**src/irc_pkg.sv**
```systemverilog
// shared constants, register layout and helpers for the isochronous rate converter
package irc_pkg;
	// ----------
	// device register indices and fields
	// ----------
	localparam logic [11:0] HI_RATE_IDX = 12'h0ef9;
	localparam logic [11:0] LO_RATE_IDX = 12'h0efa;
	localparam logic [11:0] PATH_EN_IDX = 12'h0efb;
	localparam int          REG_W       = 16;
	localparam int          RATE_LSB    = 11;
	localparam int          RATE_W      = 4;
	localparam int          ASYNC_BIT   = 3;
	localparam logic [3:0]  RATE_RST    = 4'h0;
	localparam int          UP1_BIT     = 15;
	localparam int          UP2_BIT     = 14;
	localparam int          DN1_BIT     = 9;
	localparam int          DN2_BIT     = 8;
	// rate codes
	localparam logic [3:0]  CODE_SYS1   = 4'h0;
	localparam logic [3:0]  CODE_SYS2   = 4'h1;
	localparam logic [3:0]  CODE_SYS3   = 4'h2;
	localparam logic [3:0]  CODE_ASY1   = 4'h8;
	localparam logic [3:0]  CODE_ASY2   = 4'h9;
	// ----------
	// paths, samples and clock budget
	// ----------
	localparam int          NPATH       = 4;
	localparam int          SMP_W       = 24;
	localparam int          BUD_W       = 16;
	localparam logic [15:0] PATH_COST   = 16'h0010;
	// ----------
	// timing and rate limits
	// ----------
	localparam int          CLK_MHZ     = 200;
	localparam int          SETTLE_US   = 125;
	localparam int          SETTLE_CYC  = SETTLE_US * CLK_MHZ;
	localparam int          HZ_W        = 18;
	localparam logic [17:0] RATE_MIN_HZ = 18'h0_1f40;
	localparam logic [17:0] RATE_MAX_HZ = 18'h2_ee00;
	// ----------
	// controller register map (byte offsets) and status bits
	// ----------
	localparam logic [31:0] A_RATES     = 32'h0000_0000;
	localparam logic [31:0] A_PATH      = 32'h0000_0004;
	localparam logic [31:0] A_SRC       = 32'h0000_0008;
	localparam logic [31:0] A_STAT      = 32'h0000_000c;
	localparam int          ST_UCLK_BIT = 4;
	localparam int          ST_BUSY_BIT = 5;
	localparam int          ST_ERR_BIT  = 6;
	localparam logic [1:0]  RESP_OKAY   = 2'h0;
	localparam logic [1:0]  RESP_SLVERR = 2'h2;

	// code names a defined rate
	function automatic logic code_ok(input logic [3:0] c);
		return (c == CODE_SYS1) || (c == CODE_SYS2) || (c == CODE_SYS3) ||
			(c == CODE_ASY1) || (c == CODE_ASY2);
	endfunction

	// rate code placed in its register field
	function automatic logic [15:0] rate_word(input logic [3:0] c);
		logic [15:0] w;
		w = 16'h0000;
		w[RATE_LSB +: RATE_W] = c;
		return w;
	endfunction

	// path vector (up1, up2, dn1, dn2) to enable register word
	function automatic logic [15:0] en_word(input logic [3:0] p);
		logic [15:0] w;
		w = 16'h0000;
		w[UP1_BIT] = p[0];
		w[UP2_BIT] = p[1];
		w[DN1_BIT] = p[2];
		w[DN2_BIT] = p[3];
		return w;
	endfunction

	// enable register word to path vector
	function automatic logic [3:0] en_bits(input logic [15:0] w);
		return {w[DN2_BIT], w[DN1_BIT], w[UP2_BIT], w[UP1_BIT]};
	endfunction
endpackage

```
**src/irc_if.sv**
```systemverilog
// register and status link between rate converter controller and device
`timescale 1ns/1ps
`default_nettype none
interface irc_if;
	logic                      reg_wr;
	logic [11:0]               reg_idx;
	logic [15:0]               reg_wdata;
	logic [irc_pkg::NPATH-1:0] path_active;
	logic                      underclock;

	modport dev (
		input  reg_wr,
		input  reg_idx,
		input  reg_wdata,
		output path_active,
		output underclock
	);

	modport host (
		output reg_wr,
		output reg_idx,
		output reg_wdata,
		input  path_active,
		input  underclock
	);
endinterface
`default_nettype wire

```
**src/irc_host.sv**
```systemverilog
// rate converter controller: AXI4-Lite registers, safe rate change sequence, enable forwarding
//
// Our own choice: register access over AXI4-Lite.
`timescale 1ns/1ps
`default_nettype none
module irc_host #(
	parameter int SETTLE_CYCLES = irc_pkg::SETTLE_CYC,
	parameter int SYS1_HZ       = 48000,
	parameter int SYS2_HZ       = 16000,
	parameter int SYS3_HZ       = 8000,
	parameter int ASY1_HZ       = 44100,
	parameter int ASY2_HZ       = 22050
) (
	// clock and reset
	input  wire logic        mclk_i,
	input  wire logic        rstn_i,
	// axi4-lite write
	input  wire logic [31:0] s_axi_awaddr_i,
	input  wire logic        s_axi_awvalid_i,
	output logic             s_axi_awready_o,
	input  wire logic [31:0] s_axi_wdata_i,
	input  wire logic [3:0]  s_axi_wstrb_i,
	input  wire logic        s_axi_wvalid_i,
	output logic             s_axi_wready_o,
	output logic [1:0]       s_axi_bresp_o,
	output logic             s_axi_bvalid_o,
	input  wire logic        s_axi_bready_i,
	// axi4-lite read
	input  wire logic [31:0] s_axi_araddr_i,
	input  wire logic        s_axi_arvalid_i,
	output logic             s_axi_arready_o,
	output logic [31:0]      s_axi_rdata_o,
	output logic [1:0]       s_axi_rresp_o,
	output logic             s_axi_rvalid_o,
	input  wire logic        s_axi_rready_i,
	// system audio clock state and source selectors
	input  wire logic        system_audio_clock_en_i,
	output logic [31:0]      input_source_select_o,
	// device side
	irc_if.host              bus
);
	typedef enum logic [2:0] {H_IDLE, H_CLEAR, H_WAIT, H_WR_HI, H_WR_LO, H_RESTORE} irc_hst_t;

	typedef struct packed {
		irc_hst_t    st;
		logic [15:0] cnt;
		logic [3:0]  hi_code;
		logic [3:0]  lo_code;
		logic [3:0]  new_hi;
		logic [3:0]  new_lo;
		logic [3:0]  path_en;
		logic [3:0]  sent_en;
		logic [31:0] src;
		logic [3:0]  hold;
		logic [31:0] src_out;
		logic        err;
		logic        awready;
		logic        wready;
		logic        bvalid;
		logic [1:0]  bresp;
		logic        arready;
		logic        rvalid;
		logic [31:0] rdata;
		logic [1:0]  rresp;
		logic        reg_wr;
		logic [11:0] reg_idx;
		logic [15:0] reg_wdata;
	} irc_host_st_t;

	irc_host_st_t s;
	irc_host_st_t next_s;
	logic [3:0]   want;
	logic [3:0]   wh;
	logic [3:0]   wl;

	// rate in hz for a code
	function automatic logic [irc_pkg::HZ_W-1:0] hz(input logic [3:0] c);
		case (c)
			irc_pkg::CODE_SYS1: return irc_pkg::HZ_W'(SYS1_HZ);
			irc_pkg::CODE_SYS2: return irc_pkg::HZ_W'(SYS2_HZ);
			irc_pkg::CODE_SYS3: return irc_pkg::HZ_W'(SYS3_HZ);
			irc_pkg::CODE_ASY1: return irc_pkg::HZ_W'(ASY1_HZ);
			irc_pkg::CODE_ASY2: return irc_pkg::HZ_W'(ASY2_HZ);
			default:            return '0;
		endcase
	endfunction

	// rate lies in the supported range
	function automatic logic in_range(input logic [3:0] c);
		return (hz(c) >= irc_pkg::RATE_MIN_HZ) && (hz(c) <= irc_pkg::RATE_MAX_HZ);
	endfunction

	// ----------
	// bus slave, sequence and forwarding
	// ----------
	always_comb begin
		next_s         = s;
		want           = s.path_en & {4{system_audio_clock_en_i}};
		wh             = s_axi_wdata_i[3:0];
		wl             = s_axi_wdata_i[7:4];
		next_s.reg_wr  = 1'b0;
		next_s.awready = s_axi_awvalid_i && s_axi_wvalid_i && !s.awready && !s.bvalid && (s.st == H_IDLE);
		next_s.wready  = next_s.awready;
		next_s.arready = s_axi_arvalid_i && !s.arready && !s.rvalid;
		// write response follows both handshakes by one cycle
		if (s.bvalid && s_axi_bready_i) begin
			next_s.bvalid = 1'b0;
		end
		if (s.awready) begin
			next_s.bvalid = 1'b1;
			next_s.bresp  = irc_pkg::RESP_OKAY;
			case (s_axi_awaddr_i)
				irc_pkg::A_RATES: begin
					if (!s_axi_wstrb_i[0]) begin
						next_s.bresp = irc_pkg::RESP_OKAY;
					end else if (!(irc_pkg::code_ok(wh) && irc_pkg::code_ok(wl) &&
						(wh[irc_pkg::ASYNC_BIT] == wl[irc_pkg::ASYNC_BIT]) &&
						(hz(wh) >= hz(wl)) && in_range(wh) && in_range(wl))) begin
						next_s.err = 1'b1;
					end else if ((wh != s.hi_code) || (wl != s.lo_code)) begin
						next_s.new_hi = wh;
						next_s.new_lo = wl;
						next_s.hold   = {{2{wh != s.hi_code}}, {2{wl != s.lo_code}}};
						next_s.st     = H_CLEAR;
					end
				end
				irc_pkg::A_PATH: begin
					if (s_axi_wstrb_i[0]) begin
						next_s.path_en = s_axi_wdata_i[3:0];
					end
				end
				irc_pkg::A_SRC: begin
					for (int i = 0; i < 4; i++) begin
						if (s_axi_wstrb_i[i]) begin
							next_s.src[8*i +: 8] = s_axi_wdata_i[8*i +: 8];
						end
					end
				end
				irc_pkg::A_STAT: begin
					if (s_axi_wstrb_i[0] && s_axi_wdata_i[irc_pkg::ST_ERR_BIT]) begin
						next_s.err = 1'b0;
					end
				end
				default: begin
					next_s.bresp = irc_pkg::RESP_SLVERR;
				end
			endcase
		end
		// read data one cycle after the address handshake
		if (s.rvalid && s_axi_rready_i) begin
			next_s.rvalid = 1'b0;
		end
		if (s.arready) begin
			next_s.rvalid = 1'b1;
			next_s.rresp  = irc_pkg::RESP_OKAY;
			next_s.rdata  = 32'h0000_0000;
			case (s_axi_araddr_i)
				irc_pkg::A_RATES: next_s.rdata[7:0] = {s.lo_code, s.hi_code};
				irc_pkg::A_PATH:  next_s.rdata[3:0] = s.path_en;
				irc_pkg::A_SRC:   next_s.rdata      = s.src;
				irc_pkg::A_STAT: begin
					next_s.rdata[3:0]                  = bus.path_active;
					next_s.rdata[irc_pkg::ST_UCLK_BIT] = bus.underclock;
					next_s.rdata[irc_pkg::ST_BUSY_BIT] = (s.st != H_IDLE);
					next_s.rdata[irc_pkg::ST_ERR_BIT]  = s.err;
				end
				default:          next_s.rresp      = irc_pkg::RESP_SLVERR;
			endcase
		end
		// rate change sequence and enable forwarding
		case (s.st)
			H_IDLE: begin
				if (want != s.sent_en) begin
					next_s.reg_wr    = 1'b1;
					next_s.reg_idx   = irc_pkg::PATH_EN_IDX;
					next_s.reg_wdata = irc_pkg::en_word(want);
					next_s.sent_en   = want;
				end
			end
			H_CLEAR: begin
				next_s.cnt = 16'(SETTLE_CYCLES - 1);
				next_s.st  = H_WAIT;
			end
			H_WAIT: begin
				if (s.cnt == 16'h0000) begin
					next_s.st = H_WR_HI;
				end else begin
					next_s.cnt = s.cnt - 16'h0001;
				end
			end
			H_WR_HI: begin
				next_s.reg_wr    = 1'b1;
				next_s.reg_idx   = irc_pkg::HI_RATE_IDX;
				next_s.reg_wdata = irc_pkg::rate_word(s.new_hi);
				next_s.hi_code   = s.new_hi;
				next_s.st        = H_WR_LO;
			end
			H_WR_LO: begin
				next_s.reg_wr    = 1'b1;
				next_s.reg_idx   = irc_pkg::LO_RATE_IDX;
				next_s.reg_wdata = irc_pkg::rate_word(s.new_lo);
				next_s.lo_code   = s.new_lo;
				next_s.st        = H_RESTORE;
			end
			H_RESTORE: begin
				next_s.hold = 4'h0;
				next_s.st   = H_IDLE;
			end
			default: begin
				next_s.st = H_IDLE;
			end
		endcase
		// selectors held at zero while clearing or without system clock
		for (int i = 0; i < 4; i++) begin
			next_s.src_out[8*i +: 8] = (system_audio_clock_en_i && !next_s.hold[i]) ?
				next_s.src[8*i +: 8] : 8'h00;
		end
	end

	// state register
	always_ff @(posedge mclk_i) begin
		if (!rstn_i) begin
			s    <= '0;
			s.st <= H_IDLE;
		end else begin
			s <= next_s;
		end
	end

	// outputs straight from state
	assign s_axi_awready_o       = s.awready;
	assign s_axi_wready_o        = s.wready;
	assign s_axi_bvalid_o        = s.bvalid;
	assign s_axi_bresp_o         = s.bresp;
	assign s_axi_arready_o       = s.arready;
	assign s_axi_rvalid_o        = s.rvalid;
	assign s_axi_rdata_o         = s.rdata;
	assign s_axi_rresp_o         = s.rresp;
	assign input_source_select_o = s.src_out;
	assign bus.reg_wr            = s.reg_wr;
	assign bus.reg_idx           = s.reg_idx;
	assign bus.reg_wdata         = s.reg_wdata;
endmodule
`default_nettype wire

```
**src/flat_wrapper.sv**
```systemverilog
// flat-port wrapper written by rule: the top's interface ports become plain ports
module irc_host_flat 
#(
	parameter int SETTLE_CYCLES = irc_pkg::SETTLE_CYC,
	parameter int SYS1_HZ       = 48000,
	parameter int SYS2_HZ       = 16000,
	parameter int SYS3_HZ       = 8000,
	parameter int ASY1_HZ       = 44100,
	parameter int ASY2_HZ       = 22050
)
  (mclk_i, rstn_i, s_axi_awaddr_i, s_axi_awvalid_i, s_axi_awready_o, s_axi_wdata_i, s_axi_wstrb_i, s_axi_wvalid_i, s_axi_wready_o, s_axi_bresp_o, s_axi_bvalid_o, s_axi_bready_i, s_axi_araddr_i, s_axi_arvalid_i, s_axi_arready_o, s_axi_rdata_o, s_axi_rresp_o, s_axi_rvalid_o, s_axi_rready_i, system_audio_clock_en_i, input_source_select_o, bus_reg_wr, bus_reg_idx, bus_reg_wdata, bus_path_active, bus_underclock);
  irc_if bus_i ();
  input  wire logic mclk_i;
  input  wire logic rstn_i;
  input  wire logic [31:0] s_axi_awaddr_i;
  input  wire logic s_axi_awvalid_i;
  output logic s_axi_awready_o;
  input  wire logic [31:0] s_axi_wdata_i;
  input  wire logic [3:0] s_axi_wstrb_i;
  input  wire logic s_axi_wvalid_i;
  output logic s_axi_wready_o;
  output logic [1:0] s_axi_bresp_o;
  output logic s_axi_bvalid_o;
  input  wire logic s_axi_bready_i;
  input  wire logic [31:0] s_axi_araddr_i;
  input  wire logic s_axi_arvalid_i;
  output logic s_axi_arready_o;
  output logic [31:0] s_axi_rdata_o;
  output logic [1:0] s_axi_rresp_o;
  output logic s_axi_rvalid_o;
  input  wire logic s_axi_rready_i;
  input  wire logic system_audio_clock_en_i;
  output logic [31:0] input_source_select_o;
  output wire logic [$bits(bus_i.reg_wr)-1:0] bus_reg_wr;
  output wire logic [$bits(bus_i.reg_idx)-1:0] bus_reg_idx;
  output wire logic [$bits(bus_i.reg_wdata)-1:0] bus_reg_wdata;
  input wire logic [$bits(bus_i.path_active)-1:0] bus_path_active;
  input wire logic [$bits(bus_i.underclock)-1:0] bus_underclock;
  assign bus_reg_wr = bus_i.reg_wr;
  assign bus_reg_idx = bus_i.reg_idx;
  assign bus_reg_wdata = bus_i.reg_wdata;
  assign bus_i.path_active = bus_path_active;
  assign bus_i.underclock = bus_underclock;
  irc_host #(.SETTLE_CYCLES(SETTLE_CYCLES), .SYS1_HZ(SYS1_HZ), .SYS2_HZ(SYS2_HZ), .SYS3_HZ(SYS3_HZ), .ASY1_HZ(ASY1_HZ), .ASY2_HZ(ASY2_HZ)) u_core (.mclk_i(mclk_i), .rstn_i(rstn_i), .s_axi_awaddr_i(s_axi_awaddr_i), .s_axi_awvalid_i(s_axi_awvalid_i), .s_axi_awready_o(s_axi_awready_o), .s_axi_wdata_i(s_axi_wdata_i), .s_axi_wstrb_i(s_axi_wstrb_i), .s_axi_wvalid_i(s_axi_wvalid_i), .s_axi_wready_o(s_axi_wready_o), .s_axi_bresp_o(s_axi_bresp_o), .s_axi_bvalid_o(s_axi_bvalid_o), .s_axi_bready_i(s_axi_bready_i), .s_axi_araddr_i(s_axi_araddr_i), .s_axi_arvalid_i(s_axi_arvalid_i), .s_axi_arready_o(s_axi_arready_o), .s_axi_rdata_o(s_axi_rdata_o), .s_axi_rresp_o(s_axi_rresp_o), .s_axi_rvalid_o(s_axi_rvalid_o), .s_axi_rready_i(s_axi_rready_i), .system_audio_clock_en_i(system_audio_clock_en_i), .input_source_select_o(input_source_select_o), .bus(bus_i));
endmodule
```
**config.mk**
```make
export PLATFORM = sky130hd
export DESIGN_NAME = irc_host_flat
export DESIGN_NICKNAME = d
export VERILOG_FILES = /design/src/irc_pkg.sv /design/src/irc_if.sv /design/src/irc_host.sv /design/src/flat_wrapper.sv
export SDC_FILE = /design/constraint.sdc
export NUM_CORES = 1
export LEC_CHECK = 0
export BUFFER_PORTS_ARGS = -buffer_cell sky130_fd_sc_hd__buf_4
export CAP_MARGIN = 40
export CORE_AREA = 2 2 147 178
export DETAILED_ROUTE_END_ITERATION = 8
export DIE_AREA = 0 0 149 180
export SLEW_MARGIN = 5
export SYNTH_ARGS = -nofsm -noshare
export SYNTH_HDL_FRONTEND = slang
export SYNTH_SLANG_ARGS = --single-unit
export TNS_END_PERCENT = 100
```
**constraint.sdc**
```tcl
create_clock -name mclk_i -period 2.9 [get_ports mclk_i]
set_input_delay 0.29 -clock mclk_i [delete_from_list [all_inputs] [get_ports mclk_i]]
set_output_delay 0.29 -clock mclk_i [all_outputs]
set_load 0.05 [all_outputs]
```
After elaboration in Yosys (flattened, before gate mapping)
Index checks and enable logic that the tools add are counted.
{ "totals": {"register_bits": 181, "in_bits": 113, "output_inout_bits": 102, "elab_cells": 165} }
{ "classes": {"add_sub_neg": 1, "magnitude_cmp": 5, "n_eq_ne": 28, "muxes": 44, "bitwise": 1, "reduce_logical": 61} }
{ "ops": {"columns": ["op", "n"], "rows": [
  ["$pmux 16 s5", 2],
  ["$eq 32x4->1 const B", 4],
  ["$mux 18", 6],
  ["$pmux 29 s3", 1],
  ["$eq 32x3->1 const B", 2],
  ["$logic_not 32->1", 2],
  ["$ge 18x13->1 const B", 2],
  ["$le 18x18->1 const B", 2],
  ["$mux 36", 1],
  ["$mux 35", 1],
  ["$mux 32", 1],
  ["$mux 8", 4],
  ["$pmux 16 s2", 1],
  ["$mux 29", 1],
  ["$mux 24", 1],
  ["$mux 3", 7],
  ["$logic_and 1x1->1", 20],
  ["$mux 4", 5],
  ["$ge 18x18->1", 1],
  ["$eq 4x4->1 const B", 4],
  ["$logic_not 16->1", 1],
  ["$mux 16", 1],
  ["$pmux 4 s4", 1],
  ["$sub 16x1->16 const B", 1],
  ["other kinds (25)", 68]
]} }

Longest topological paths before layout
{ "depth": {"ltp_word": 18, "depth_mapped": 13, "depth_no_buf": 11} }

Worst setup path after synthesis
No wires, ideal clock.
{ "synth_timing": {"path_kind": "in2reg", "startpoint": "in s_axi_wdata_i[6]", "endpoint": "reg u_core.s, in the netlist u_core.input_source_select_o[0]", "setup_time_ns": 0.139, "t_arrival_ns": 2.970, "t_required_ns": 2.761, "setup_slack_ns": -0.209, "cell_stages": 11, "n_path_buf": 1, "path_cell_list": "clkbuf_1 or3_1 o21a_1 and2_1 ha_1 a211oi_1 o21ai_0 nor3_1 o31ai_1 a21oi_1 nor3_1"} }
{ "synth_between": {"elab_chain_cells": 18, "elab_cells_between_ends": 33, "classes_between": "order compare (3); eq/ne (5); mux (10); reduce/logical (15)"} }
{ "synth_lines": {"columns": ["item", "line", "text"], "rows": [
  ["start: declaration", "flat_wrapper.sv:18", "input wire logic [31:0] s_axi_wdata_i;"],
  ["branches (longest 10 deep; another with $ge 18x18->1)", null, null],
  ["$mux 4 *", "irc_host.sv:116", "end else if (!(irc_pkg::code_ok(wh) && irc_pkg::code_ok(wl) &&"],
  ["$mux 4 *", "irc_host.sv:114", "if (!s_axi_wstrb_i[0]) begin"],
  ["$mux 4 *", "irc_host.sv:112", "case (s_axi_awaddr_i)"],
  ["$mux 36 *", "irc_host.sv:109", "if (s.awready) begin"],
  ["$mux 4 *", "irc_host.sv:171", "case (s.st)"],
  ["$logic_not 1->1 *", "irc_host.sv:215", "next_s.src_out[8*i +: 8] = (system_audio_clock_en_i && !next_s.hold[i]) ?"],
  ["$logic_and 1x1->1 *", "irc_host.sv:215", null],
  ["$reduce_and 2->1 (no line) *", null, null],
  ["end signal: assignment", "irc_host.sv:226", "s <= next_s;"],
  ["end: declaration", "irc_host.sv:70", "irc_host_st_t s;"]
]} }
Every way passes the cells marked *. The select of a mux whose other input is x is not followed.
A chain may end at the register's enable or synchronous reset.

Worst setup path in the final report
{ "layout_timing": {"startpoint": "in s_axi_wdata_i[4]", "endpoint": "reg u_core.s, in the netlist u_core.input_source_select_o[15]"} }
Same word-level chain as after synthesis.

==> results.md <==
- Status: finished clean
- Fraction of registers with async set/reset: 0
- Slew HR: 0.564
- Unrepaired setup endpoints after global routing: no
- Critical Path Start Type: input port
- Sw frac: 0.233
- Vias in the first global route: 5839
- Leak pwr: slightly above 4 nW
- 1st-pass router iterations: 4
- Worst path cell trace: buf_4 > or3_1 > o21a_1 > and2_1 > ha_1 > nand4_1 > a211oi_1 > nor3_2 > buf_12 > or4_4 > a21oi_4 > nor3_1
- Clk slew on worst S/H paths: roughly 0.06 ns
- Post-synthesis sequential area ratio: 0.435
- P_sw: 1.16 mW
- Pre-CTS setup slack: -0.241 ns
- Final Skew: ~0.014 ns
- P&R area growth vs syn: 28.0%
- Remaining global-route overflow: 0
- Commonest non-fill, non-tap cell in the layout: buf_4
- Core area: 25100 sq um
- Worst vdd ir: 400 uV
- Req. time, crit path: 3.18 ns
- PwrDens: 527 nW/um^2
- Hold Path Class: input port to flip-flop
- Yosys reg bits: 161
- Fmax achieved: 366 MHz
- Cell total after placement: between 1000 and 1500
- Initial Util: 0.295
- Rows: 64
- Most frequent cells in the layout: buf_4 (240), dfxtp_1 (161), nor2_1 (101)
- Slowest cell on crit path: or4_4
- Yosys warns: 0
- DR vias/cell: 4.67
- CP peak stage delay: 0.55 ns
- Clock power share: 0.475
- Slew Viols, Final: 0
- Final hold viol count: 0
- Initial antenna violation count: 0
- H-tree depth: 4
- Logic gate share of total power: 0.081
- Cell Count, Final, Fillers Out: 1286
- Root Buffer: clkbuf_16
- Global-route usage over all layers: 0.145
- Least-Margin Pin Slew: 0.647 ns
- Post-Syn Area: 7410 sq um
- Syn_area_per_cell: just over 9 sq um
- Final period util: 0.942
- Clock sink count: 161
- Hpwl dp: 14.9 mm
- Io pins: 215
- Post-Syn Instances: 806
- Final min period: 2.73 ns
- Postcts setup bufs: 0
- Worst-path maximum fanout: 8
- Pwr Total: 4.99 mW
- Initial DRC Count: between 200 and 300
- Post-synth EDFFs: 0
- CTS max path bufs: 2
- Min Hold Slack: 0.112 ns
- Arrival @ worst endpoint: 3.02 ns
- Final wirelength: 19.8 mm
- Layout cells sized above 1: 0.314
- CTS tree: done
- MaxCap Viol Count: 0
- Final #Nets: 1068
- DRC viols: 0
- Critical path class: input port to flip-flop
- Final WS setup: 0.168 ns
- TritonCTS Buffers: 17
- GP Congestion: 0.872
- Post-synth cell types: 62
- First-pass GRT wire length: 31.2 mm
- Clock Latency Late Sink: approximately 0.42 ns
- Pin count of the biggest net entering global routing: 72
- CP Capture Type: flip-flop
- Antenna Violating Nets Remaining: 0
- Register share of total power: 0.444
- Internal Power: 3.83 mW
- Die Width: 149 microns
- Finished Core Util: 0.377
- Final setup fails: 0
- # diodes: 0
- Die Ht: 180 microns
- Avg WL per Cell: 15.4 microns
- Most used DFF post-synth: dfxtp_1
- Die area: roughly 27000 sq um
- # port buffers: 201
- Routed vias: 6008
-- critical path: cells and delay by family --
| family | cells | cell delay, ns |
|---|---|---|
| simple gates | 6 | 1.43 |
| buf+inv | 2 | 0.27 |
| compound gates | 3 | 0.74 |
| fa+ha+maj | 1 | 0.29 |
-- per-layer routing --
layer	part of all wire	GRT usage	up-vias
met4	0.011	0.0347	0
met3	0.050	0.0348	13
met5	0	0	-
met1	0.46	0.189	2818
li1	-	-	3027
met2	0.48	0.241	150
-- area by class of cell --
type	count	area (sq um)
Inverter	15	57.6
Fill cell	2606	15700
Clock inverter	11	170
Clock buffer	21	460
Timing Repair Buffer	243	1860
Tap cell	330	413
Sequential cell	161	3220
Multi-Input combinational cell	505	3290
-- cell families (layout without fill, tap and decap cells) --
group | after synthesis | count (layout) | synth area share
simple gates | 277 | 277 | 0.189
mux | 49 | 49 | 0.0733
compound gates | 130 | 130 | 0.125
fa+ha+maj | 12 | 12 | 0.0203
xor+xnor | 24 | 24 | 0.0284
other cells | 1 | 13 | 0.000506
flops | 161 | 161 | 0.435
buf+inv | 152 | 290 | 0.128
-- synthesized netlist by cell type (13+ instances only) --
library cell	instances	area, sq um
buf_4	97	728
xnor2_1	13	114
a22oi_1	26	195
clkbuf_1	27	101
dfxtp_1	161	3220
nor3_1	56	280
nor4_1	14	87.6
nor2_1	101	379
mux2i_1	43	430
a21oi_1	32	160
nand3_1	13	65.1
inv_1	13	48.8
o21ai_0	15	75.1
nand2_1	28	105
-- registers in the layout, indices dropped and copies added, names as in the netlist --
register                      flops
u_core.s_axi_awready_o            1
u_core.bus.reg_wr                 1
u_core.s_axi_bvalid_o             1
u_core.s_axi_rresp_o              1
u_core.s_axi_bresp_o              1
u_core.s_axi_rvalid_o             1
u_core.s                         80
u_core.input_source_select_o     32
u_core.bus.reg_wdata              7
u_core.bus.reg_idx                3
u_core.s_axi_rdata_o             32
u_core.s_axi_arready_o            1
-- metrics by stage --
stage	area, sq um	setup TNS (ns)
2_1_floorplan	7460	0
3_3_place_gp	8850	-2.90
3_5_place_dp	8850	-5.88
4_1_cts	9480	0
5_1_grt	9480	0
6_report	9480	0
-- timing repair --
item,in CTS,in global routing
hold buffers,0,0
resized for setup,0,1
setup endpoints to repair,0,8
-- power groups by stage --
stage | sequential, mW | combinational, mW | clock, mW
6_report | 2.22 | 0.405 | 2.37
4_1_cts | 2.22 | 0.406 | 2.42
3_5_place_dp | 2.27 | 0.406 | 0
5_1_grt | 2.22 | 0.436 | 2.52
2_1_floorplan | 2.28 | 0.198 | 0
3_3_place_gp | 2.27 | 0.403 | 0
-- path summary, 6_finish.rpt --
| path | startpoint | slack [ns] | to | cells past startpoint |
|---|---|---|---|---|
| hold reg to reg | u_core.s_axi_rvalid_o | 0.45 | u_core.s_axi_arready_o | 1 |
| hold / removal | s_axi_arvalid_i | 0.11 | u_core.s_axi_arready_o | 3 |
| setup / recovery | s_axi_wdata_i[4] | 0.17 | u_core.input_source_select_o[15] | 12 |
| setup reg to reg | u_core.s[169] | 0.61 | u_core.s[179] | 5 |
Power figures use the tool's default switching activity.
